File: config.mk
export PLATFORM = sky130hd
export DESIGN_NAME = drs_top
export DESIGN_NICKNAME = d
export VERILOG_FILES = /design/src/design/drs_pkg.sv /design/src/design/drs_top.sv /design/src/design/drs_flag.sv /design/src/design/drs_count.sv
export SDC_FILE = /design/constraint.sdc
export NUM_CORES = 1
export LEC_CHECK = 0
export BUFFER_PORTS_ARGS = -buffer_cell sky130_fd_sc_hd__buf_2
export CAP_MARGIN = 40
export CORE_UTILIZATION = 47
export CTS_CLUSTER_SIZE = 10
export DETAILED_ROUTE_END_ITERATION = 16
export PLACE_DENSITY = 0.83
export SLEW_MARGIN = 20
export SYNTH_ARGS = -nofsm -noshare
export SYNTH_HDL_FRONTEND = slang
export SYNTH_SLANG_ARGS = --single-unit
File: constraint.sdc
create_clock -name CLK_SYS -period 2.38 [get_ports CLK_SYS]
set_clock_uncertainty 0.2 [all_clocks]
set_input_delay 0.476 -clock CLK_SYS [delete_from_list [all_inputs] [get_ports CLK_SYS]]
set_output_delay 0.476 -clock CLK_SYS [all_outputs]
set_load 0.1 [all_outputs]
File: src/design/drs_pkg.sv
// Package: register map, field positions and carrier types of debug run status
package drs_pkg;

  localparam int unsigned DW = 8;
  localparam int unsigned AW = 8;

  localparam logic [AW-1:0] OFS_CTL = 8'h00;
  localparam logic [AW-1:0] OFS_TRG = 8'h01;
  localparam logic [AW-1:0] OFS_STS = 8'h02;

  localparam int unsigned CTL_EN_BIT    = 7;
  localparam int unsigned CTL_ARM_BIT   = 6;
  localparam int unsigned TRG_BEGIN_BIT = 6;
  localparam int unsigned TRG_MODE_LSB  = 0;

  localparam logic [3:0] MODE_EVT_B      = 4'h3;
  localparam logic [3:0] MODE_A_EVT_B    = 4'h4;
  localparam logic [3:0] CNT_RST         = 4'h0;
  localparam logic [3:0] CNT_MAX         = 4'h8;
  localparam logic [DW-1:0] RDATA_RST    = 8'h00;

  typedef struct packed {
    logic en;
    logic arm;
  } drs_ctl_s;

  typedef struct packed {
    logic       begin_trace;
    logic [3:0] mode;
  } drs_trg_s;

  typedef struct packed {
    logic       match_a;
    logic       match_b;
    logic       armed;
    logic       spare;
    logic [3:0] cnt;
  } drs_sts_s;

  // True for trigger modes that only log events
  function automatic logic drs_event_only(input logic [3:0] mode);
    return (mode == MODE_EVT_B) || (mode == MODE_A_EVT_B);
  endfunction

endpackage

File: src/design/drs_top.sv
// Debug run status: control, trigger and status registers with run tracking
`timescale 1ns/10ps
module drs_top
  import drs_pkg::*;
(
  input  wire logic          CLK_SYS,    // System clock, 10 MHz
  input  wire logic          RST_N,      // Async reset, low
  input  wire logic [AW-1:0] ADDR,       // Register address
  input  wire logic [DW-1:0] WDATA,      // Write data
  input  wire logic          WR,         // Write strobe
  input  wire logic          RD,         // Read strobe
  output logic      [DW-1:0] RDATA,      // Read data, cycle after RD
  input  wire logic          SECURE,     // Blocks setting module enable
  input  wire logic          MATCH_A,    // Comparator A match pulse
  input  wire logic          MATCH_B,    // Comparator B match pulse
  input  wire logic          TRIG_EVENT, // Trigger event pulse
  input  wire logic          FIFO_FULL,  // Capture FIFO full
  input  wire logic [3:0]    FIFO_COUNT, // Valid words in FIFO
  output logic               ARMED       // Debugger armed
);

  drs_ctl_s   ctl;
  drs_trg_s   trg;
  drs_sts_s   sts;
  logic       wr_ctl;
  logic       wr_trg;
  logic       wr_sts;
  logic       rd_sts;
  logic       new_en;
  logic       new_arm;
  logic       armed_status_flag;
  logic       begin_mode;
  logic       auto_end;
  logic       manual_end;
  logic       run_start;
  logic       run_end;
  logic       af;
  logic       bf;
  logic [3:0] cnt;
  logic [DW-1:0] next_rdata;

  // Address decode
  always_comb begin
    wr_ctl = WR && (ADDR == OFS_CTL);
    wr_trg = WR && (ADDR == OFS_TRG);
    wr_sts = WR && (ADDR == OFS_STS);
    rd_sts = RD && (ADDR == OFS_STS);
  end

  // Proposed control bits of a control write
  always_comb begin
    new_en  = WDATA[CTL_EN_BIT] && (!SECURE || ctl.en);
    new_arm = WDATA[CTL_ARM_BIT];
  end

  assign armed_status_flag = ctl.en && ctl.arm;

  // Event-only modes always complete as begin traces
  always_comb begin
    begin_mode = trg.begin_trace || drs_event_only(trg.mode);
  end

  always_comb begin
    auto_end   = begin_mode ? FIFO_FULL : TRIG_EVENT;
    manual_end = wr_ctl && (!new_en || !new_arm);
    run_start  = wr_ctl && new_en && new_arm && !armed_status_flag;
    run_end    = armed_status_flag && (auto_end || manual_end);
  end

  // Control register; run end drops the arm bit
  always_ff @(posedge CLK_SYS or negedge RST_N) begin
    if (!RST_N) begin
      ctl <= '0;
    end else if (wr_ctl) begin
      ctl.en  <= new_en;
      ctl.arm <= new_arm && new_en && !(armed_status_flag && auto_end);
    end else if (run_end) begin
      ctl.arm <= 1'b0;
    end
  end

  // Trigger register, writable only while not armed
  always_ff @(posedge CLK_SYS or negedge RST_N) begin
    if (!RST_N) begin
      trg <= '0;
    end else if (wr_trg && !ctl.arm) begin
      trg.begin_trace <= WDATA[TRG_BEGIN_BIT];
      trg.mode        <= WDATA[TRG_MODE_LSB +: 4];
    end
  end

  drs_flag u_flag_a (
    .clk   (CLK_SYS),
    .rst_n (RST_N),
    .clr   (run_start),
    .set   (armed_status_flag && MATCH_A),
    .flag  (af)
  );

  drs_flag u_flag_b (
    .clk   (CLK_SYS),
    .rst_n (RST_N),
    .clr   (run_start),
    .set   (armed_status_flag && MATCH_B),
    .flag  (bf)
  );

  // Count reacts only to run start and end, never to FIFO reads
  drs_count u_count (
    .clk      (CLK_SYS),
    .rst_n    (RST_N),
    .start    (run_start),
    .stop     (run_end),
    .fifo_cnt (FIFO_COUNT),
    .cnt      (cnt)
  );

  // Status image; no write path reaches it
  always_comb begin
    sts.match_a = af;
    sts.match_b = bf;
    sts.armed   = armed_status_flag;
    sts.spare   = 1'b0;
    sts.cnt     = cnt;
  end

  always_comb begin
    next_rdata = RDATA_RST;
    if (RD) begin
      unique case (ADDR)
        OFS_CTL: begin
          next_rdata[CTL_EN_BIT]  = ctl.en;
          next_rdata[CTL_ARM_BIT] = ctl.arm;
        end
        OFS_TRG: begin
          next_rdata[TRG_BEGIN_BIT]      = trg.begin_trace;
          next_rdata[TRG_MODE_LSB +: 4]  = trg.mode;
        end
        OFS_STS: next_rdata = sts;
        default: next_rdata = RDATA_RST;
      endcase
    end
  end

  // Read data stand one cycle after the strobe only
  always_ff @(posedge CLK_SYS or negedge RST_N) begin
    if (!RST_N) begin
      RDATA <= RDATA_RST;
    end else begin
      RDATA <= next_rdata;
    end
  end

  assign ARMED = armed_status_flag;
endmodule // drs_top

File: src/design/drs_flag.sv
// Sticky match flag cleared at run start and set by a qualified match
`timescale 1ns/10ps
module drs_flag
  import drs_pkg::*;
(
  input  wire logic clk,   // System clock
  input  wire logic rst_n, // Async reset, low
  input  wire logic clr,   // Run start
  input  wire logic set,   // Qualified match
  output logic      flag   // Sticky flag
);

  // Set wins over clear
  always_ff @(posedge clk or negedge rst_n) begin
    if (!rst_n) begin
      flag <= 1'b0;
    end else if (set) begin
      flag <= 1'b1;
    end else if (clr) begin
      flag <= 1'b0;
    end
  end

endmodule // drs_flag

File: src/design/drs_count.sv
// FIFO valid count captured at the end of a debug run
`timescale 1ns/10ps
module drs_count
  import drs_pkg::*;
(
  input  wire logic       clk,      // System clock
  input  wire logic       rst_n,    // Async reset, low
  input  wire logic       start,    // Run start
  input  wire logic       stop,     // Run end
  input  wire logic [3:0] fifo_cnt, // Live FIFO word count
  output logic [3:0]      cnt       // Captured count
);

  logic [3:0] next_cnt;

  // Values above eight saturate at eight
  always_comb begin
    next_cnt = (fifo_cnt > CNT_MAX) ? CNT_MAX : fifo_cnt;
  end

  always_ff @(posedge clk or negedge rst_n) begin
    if (!rst_n) begin
      cnt <= CNT_RST;
    end else if (start) begin
      cnt <= CNT_RST;
    end else if (stop) begin
      cnt <= next_cnt;
    end
  end

endmodule // drs_count

==> results.ini, run 1 <==
[run_status]
run_status = finished, final reports clean

[timing]
hold_viol = 0
fin_hold_ws_ns = 0.1958
final.period_utilization = 0.9034
max_freq_mhz = 465.1
timing_worst_slew_pin_value_ns = 0.5259
slew_headroom = 0.6478
final.min_clock_period_ns = 2.150
setup_violations_final = 0
timing_max_transition_violations_final = 0
setup-tns-final_ns = 0
rsz0062_at_grt = no

[floorplanning]
rows = 16
start_util = 0.4987
io_pins = 38
die_area_um2 = 2246
die_y_um = 47.39
dieWidth_um = 47.39
core_um2 = 1942

[worst_setup_path]
r2r_end = u_count.cnt[2]
worst_ep_required_time_ns = 1.70
worstReg2RegStart = trg[2]
path_max_fanout = 7
reg2reg_setup_slack_ns = 0.32
criticalPathCategory = flop to primary output
cp-start-kind = flop
critical_path.endpoint_type = primary output
reg2regPathDepth = 5
cp_data_arrival_time_ns = 1.47

[logic_synthesis]
synth_cell_types = 25
post_synthesis_instance_total = 91
share_of_synthesized_flip_flops_with_an_asynchronous_set_or_reset = 1.000
synth_sequential_area_ratio = 0.5168
postSynth.topFlopCell = dfrtp_1
synth_area_per_cell_um2 = 10.64
synth_edf_count = 0
syn-cell-area_um2 = 968.4
ys_seq_elements = 20
mappedNetlistNets = 120
yosys_warnings = 0

[drt]
postRouteAntennaNets = 0
detail_route.first_pass.iterations = 2
wl_per_cell_um = 11.83
first_iter_violations = 8
route.vias.total = 767
drt-vias-per-instance = 4.981
finalWirelength_um = 1822
drc = 0

[global_route]
vias_in_the_first_global_route = 717
initial_antenna_violation_count = 0
globalRouteTotalUtil = 0.1933
grt_first_pass_wirelength_um = 2973
grt-ovfl-total = 0
grt_max_degree = 21

[clock_tree]
clk-insertion-delay-late_ns = 0.30
cts_made_buffers = 3
clockBufferDepth = 2
cts_root_buffer = clkbuf_4
tritoncts_clock_tree = done
cts.htree.levels = 1
postCtsSetupBuffers = 0
ctsResizeCount = 0
sinks_on_clock_net = 20
worst_setup_hold_path_clk_slew_ns = 0.12

[power_and_ir_drop]
power.combinational.fraction = 0.095
internal_power_w = 0.0005460
p_switching_w = 0.0001507
p_sw_frac = 0.2163
pwr_density_cell_nw_per_um2 = 574.6
pwr-share-clk = 0.400
p_seq_frac = 0.505
ir_drop_mv = 0.3307
leakage_nw = 0.6641

[finish]
nFillCells = 164
multi_input_area_um2 = 430.4
layout.nets = 157
layout.cell_area.non_filler_um2 = 1212
drive_gt1_frac = 0.3543
seq_area_um2 = 500.5
area_growth_pct = 25.19
antenna_cells = 0

[hold_path]
hold_path_end = trg[3]
min_delay_path_depth = 2
worst_hold_path_type = input port to flop
timing.hold.worst.start = WDATA[3]

[run]
maxCapViolations = 0

[place]
post_dp_cell_area_um2 = 1150
routabilityCongestion = 0.7519
post-dp-hpwl_um = 1454
io_buffer_count = 34

## sequential cells by signal, summed over array words and instances, names as in the netlist
register / flops
u_count.cnt: 4
RDATA: 7
u_flag_b.flag: 1
trg: 5
u_flag_a.flag: 1
ctl: 2
## per-layer routing
metal / up-vias / share of wire / track usage / wire, um
li1: 389 / - / - / -
met1: 357 / 0.44 / 0.2451 / 802
met2: 19 / 0.52 / 0.3288 / 949
met3: 2 / 0.033 / 0.03462 / 61
met4: 0 / 0.0044 / 0.06857 / 8
met5: - / 0 / 0 / 0
## layout by cell type (no fill, tap or decap), types with 3 or more instances in the layout
cell type  instances
a21oi_1            4
a22oi_1            4
buf_2             34
clkbuf_4           3
dfrtp_1           20
inv_1              4
mux2_4             5
mux2i_1            8
nand2_1           13
nor2_1            13
nor3_1             3
## final cells by class
cell class / count / share of cell area
Inverter: 4 / 0.01238
Tap cell: 27 / 0.02786
Clock buffer: 3 / 0.01858
Clock inverter: 1 / 0.02477
Timing Repair Buffer: 35 / 0.1486
Multi-Input combinational cell: 64 / 0.3550
Sequential cell: 20 / 0.4128
## through the flow
stage	worst slack [ns]	power [W]	utilization	std cells
3_5_place_dp	0.1491	0.0004237	0.5921	149
4_1_cts	0.2355	0.0006952	0.6244	154
5_1_grt	0.1385	0.0007201	0.6244	154
3_3_place_gp	0.1823	0.0004205	0.5921	149
6_report	0.2300	0.0006967	0.6244	154
2_1_floorplan	0.2991	0.0003892	-	91
## cell families (layout without fill, tap and decap cells)
kind of cell           count (synthesis)  in the layout  synth area share
AND/OR/NAND/NOR                       39             39            0.2041
flip-flops                            20             20            0.5168
multiplexers                          13             13            0.1602
AO/OA/AOI/OAI                         11             11           0.07624
buffers and inverters                  7             43           0.03875
other                                  1              1          0.003872
## timing repair
item                       in CTS  in global routing
setup endpoints to repair       0                  0
hold endpoints to repair       20                  0
hold buffers                    1                  0
## synthesized netlist by cell type, types with 2 or more instances
| cell | n | area share |
|---|---|---|
| nor2_1 | 13 | 0.050 |
| a22oi_1 | 4 | 0.031 |
| a21oi_1 | 4 | 0.021 |
| nor3_1 | 3 | 0.015 |
| nand2_1 | 13 | 0.050 |
| nor2b_1 | 2 | 0.013 |
| mux2_4 | 5 | 0.078 |
| dfrtp_1 | 20 | 0.52 |
| mux2i_1 | 8 | 0.083 |
| inv_1 | 4 | 0.015 |
## power groups by stage
stage	logic, W	clock network (W)	registers (W)
after floorplan	0.0000329	0	0.000356
after global placement	0.0000630	0	0.000358
after detailed placement	0.0000657	0	0.000358
after CTS	0.0000672	0.000277	0.000351
after global routing	0.0000741	0.000293	0.000353
final	0.0000665	0.000279	0.000352
## worst max path at each step
stage / from / end / slack [ns] / cells past startpoint
3_3_place_gp: ADDR[7] / trg[0] / 0.18 / 5
3_5_place_dp: ADDR[7] / trg[2] / 0.15 / 5
4_1_cts: ctl[0] / ARMED / 0.24 / 3
2_1_floorplan: ADDR[7] / trg[0] / 0.30 / 5
5_1_grt: ctl[1] / ARMED / 0.14 / 3
6_report: ctl[0] / ARMED / 0.23 / 3
## worst max-delay path: stages (launching register included)
cell and delay [ns]:
dfrtp_1 0.41, nand2_1 0.11, inv_1 0.18, buf_2 0.47
No activity file was read; power rests on OpenSTA's default activity.
==> inputs of run 2 (changes only) <==
--- a/config.mk
+++ b/config.mk
@@ -8,9 +8,9 @@
 export BUFFER_PORTS_ARGS = -buffer_cell sky130_fd_sc_hd__buf_2
 export CAP_MARGIN = 40
 export CORE_UTILIZATION = 47
-export CTS_CLUSTER_SIZE = 10
+export CTS_CLUSTER_SIZE = 24
 export DETAILED_ROUTE_END_ITERATION = 16
-export PLACE_DENSITY = 0.83
+export PLACE_DENSITY = 0.84
 export SLEW_MARGIN = 20
 export SYNTH_ARGS = -nofsm -noshare
 export SYNTH_HDL_FRONTEND = slang
==> results.ini, run 2 (same netlist as run 1, synthesis figures left out) <==
[finish]
reg_top3 = RDATA (7), trg (5), u_count.cnt (4)
seq_area_um2 = 500.5  ; unchanged
final_cell_mix = buf_2 (34), dfrtp_1 (20), nand2_1 (13), nor2_1 (13), mux2i_1 (8)
layout.cell_area.non_filler_um2 = 1196  ; -1.3%
layout.nets = 157  ; unchanged
nFillCells = 162  ; -1.2%
antenna_cells = 0  ; unchanged
drive_gt1_frac = 0.3543  ; unchanged
layout_commonest_cell = buf_2
multi_input_area_um2 = 430.4  ; unchanged
max_flop_register = RDATA
largest_register_ffs = 7  ; unchanged
area_growth_pct = 23.51

[clock_tree]
tritoncts_clock_tree = done
clockBufferDepth = 2  ; unchanged
cts_made_buffers = 3  ; unchanged
clk-insertion-delay-late_ns = 0.30  ; about the same
cts_root_buffer = clkbuf_4
postCtsSetupBuffers = 0  ; unchanged
worst_setup_hold_path_clk_slew_ns = 0.11  ; about the same
sinks_on_clock_net = 20  ; unchanged
cts.htree.levels = 1  ; unchanged

[floorplanning]
io_pins = 38  ; unchanged
dieWidth_um = 47.39  ; unchanged
core_um2 = 1942  ; unchanged
rows = 16  ; unchanged
die_area_um2 = 2246  ; unchanged
die_y_um = 47.39  ; unchanged
start_util = 0.4987  ; unchanged

[global_route]
grt_first_pass_wirelength_um = 2994  ; +0.71%
grt_max_degree = 21  ; unchanged
globalRouteTotalUtil = 0.1941  ; +0.0007987
vias_in_the_first_global_route = 706  ; -1.5%
grt-ovfl-total = 0  ; unchanged
initial_antenna_violation_count = 0  ; unchanged

[timing]
slew_headroom = 0.6526  ; +0.004846
timing_max_transition_violations_final = 0  ; unchanged
hold_viol = 0  ; unchanged
setup_violations_final = 0  ; unchanged
max_freq_mhz = 466.8  ; +0.36%
fin_hold_ws_ns = 0.1962  ; +0.0003980 ns
rsz0062_at_grt = no
final.min_clock_period_ns = 2.142  ; -0.007810 ns
setup-tns-final_ns = 0  ; unchanged
final.period_utilization = 0.9001  ; -0.003282
postLayoutSetupSlackWorst_ns = 0.2378  ; +0.007810 ns
timing_worst_slew_pin_value_ns = 0.5187  ; -0.007236 ns

[place]
post-place-ws_ns = 0.1437  ; -0.005396 ns
post_dp_cell_area_um2 = 1150  ; unchanged
post-dp-hpwl_um = 1427  ; -1.9%
io_buffer_count = 34  ; unchanged
routabilityCongestion = 0.7530  ; +0.15%

[worst_setup_path]
timing.critical_path.slowest_cell_delay_ns = 0.47  ; about the same
cp_top_family = buffers and inverters
worst_ep_required_time_ns = 1.70  ; about the same
criticalPathCategory = flop to primary output
slowest_stage = buf_2
path_max_fanout = 7  ; unchanged
cp.buffers_inverters = 2  ; unchanged
critical_path.endpoint_type = primary output
cp_data_arrival_time_ns = 1.47  ; about the same
cp-start-kind = flop
cp_cell_sequence = nand2_1 > inv_1 > buf_2

[drt]
route.top_layer_used = met4
route.vias.total = 778  ; +1.4%
first_iter_violations = 10  ; +2
detail_route.first_pass.iterations = 4  ; +2
finalWirelength_um = 1840  ; +0.99%
postRouteAntennaNets = 0  ; unchanged
wl_met2_um = 940  ; -0.95%
drc = 0  ; unchanged
detail_route_met3_wl_um = 63  ; +3.3%
met1Wirelength_um = 816  ; +1.7%
wl_per_cell_um = 11.95  ; +0.99%
drt-vias-per-instance = 5.052  ; +1.4%

[power_and_ir_drop]
p_seq_frac = 0.574  ; +0.069
ir_drop_mv = 0.2899  ; -12%
pwr-share-clk = 0.319  ; -0.081
internal_power_w = 0.0004690  ; -14%
leakage_nw = 0.6572  ; -1.0%
p_sw_frac = 0.2355  ; +0.01916
power.combinational.fraction = 0.108  ; +0.013
pwr_density_cell_nw_per_um2 = 512.9  ; -11%
p_switching_w = 0.0001445  ; -4.1%

[run]
maxCapViolations = 0  ; unchanged

[run_status]
run_status = finished, final reports clean

[hold_path]
worst_hold_path_type = input port to flop

-- run 2: cell count changes in the layout (fill, tap and decap cells not counted), sizes merged --
cell,change
bufinv,-1
clkbuf,+1
-- run 2: per-stage QoR --
step,total power [W],util,cells
after floorplan,0.0003892,-,91
after global placement,0.0004206,0.5921,149
after global routing,0.0006322,0.6160,154
after CTS,0.0006150,0.6160,154
final,0.0006135,0.6160,154
after detailed placement,0.0004232,0.5921,149
-- run 2: area by class of cell --
type / count / share of cell area
sequential: 20 / 0.4184
clock buffer: 4 / 0.03033
multi-input combinational: 64 / 0.3598
tap: 27 / 0.02824
inverter: 4 / 0.01255
timing repair buffer: 35 / 0.1506
-- run 2: power by group through the flow --
stage | sequential, W | clock (W) | combinational, W
2_1_floorplan | 0.000356 | 0 | 0.0000329
3_3_place_gp | 0.000358 | 0 | 0.0000630
3_5_place_dp | 0.000358 | 0 | 0.0000650
4_1_cts | 0.000352 | 0.000197 | 0.0000667
5_1_grt | 0.000353 | 0.000206 | 0.0000739
6_report | 0.000352 | 0.000195 | 0.0000661
-- run 2: worst reg2reg max path, stage by stage (launching register included) --
cell and delay [ns]:
dfrtp_1 0.44, nor4b_1 0.39, a311oi_1 0.12, mux2i_1 0.16
a31oi_1 0.43, mux2i_1 0.25
-- run 2: path summary, 6_finish.rpt --
check                              startpoint        endpoint  slack, ns  depth (start not counted)
worst max register to register         trg[3]  u_count.cnt[3]       0.33                          5
worst max-delay path                   ctl[0]           ARMED       0.24                          3
max in group asynchronous               RST_N          trg[2]       1.25                          2
worst min-delay path                  ADDR[0]        RDATA[5]       0.20                          2
min in group asynchronous               RST_N          ctl[1]       0.43                          2
worst min register to register  u_flag_b.flag   u_flag_b.flag       0.31                          2
-- run 2: timing repair --
item	CTS	global route
hold endpoints to repair	20	0
resized for setup	0	0
hold buffers	1	0
-- run 2: per-layer routing --
metal  track usage  vias up
met4       0.06857        0
met1        0.2451      369
met2        0.3315       20
met3       0.03462        4
met5             0        -
li1              -      385
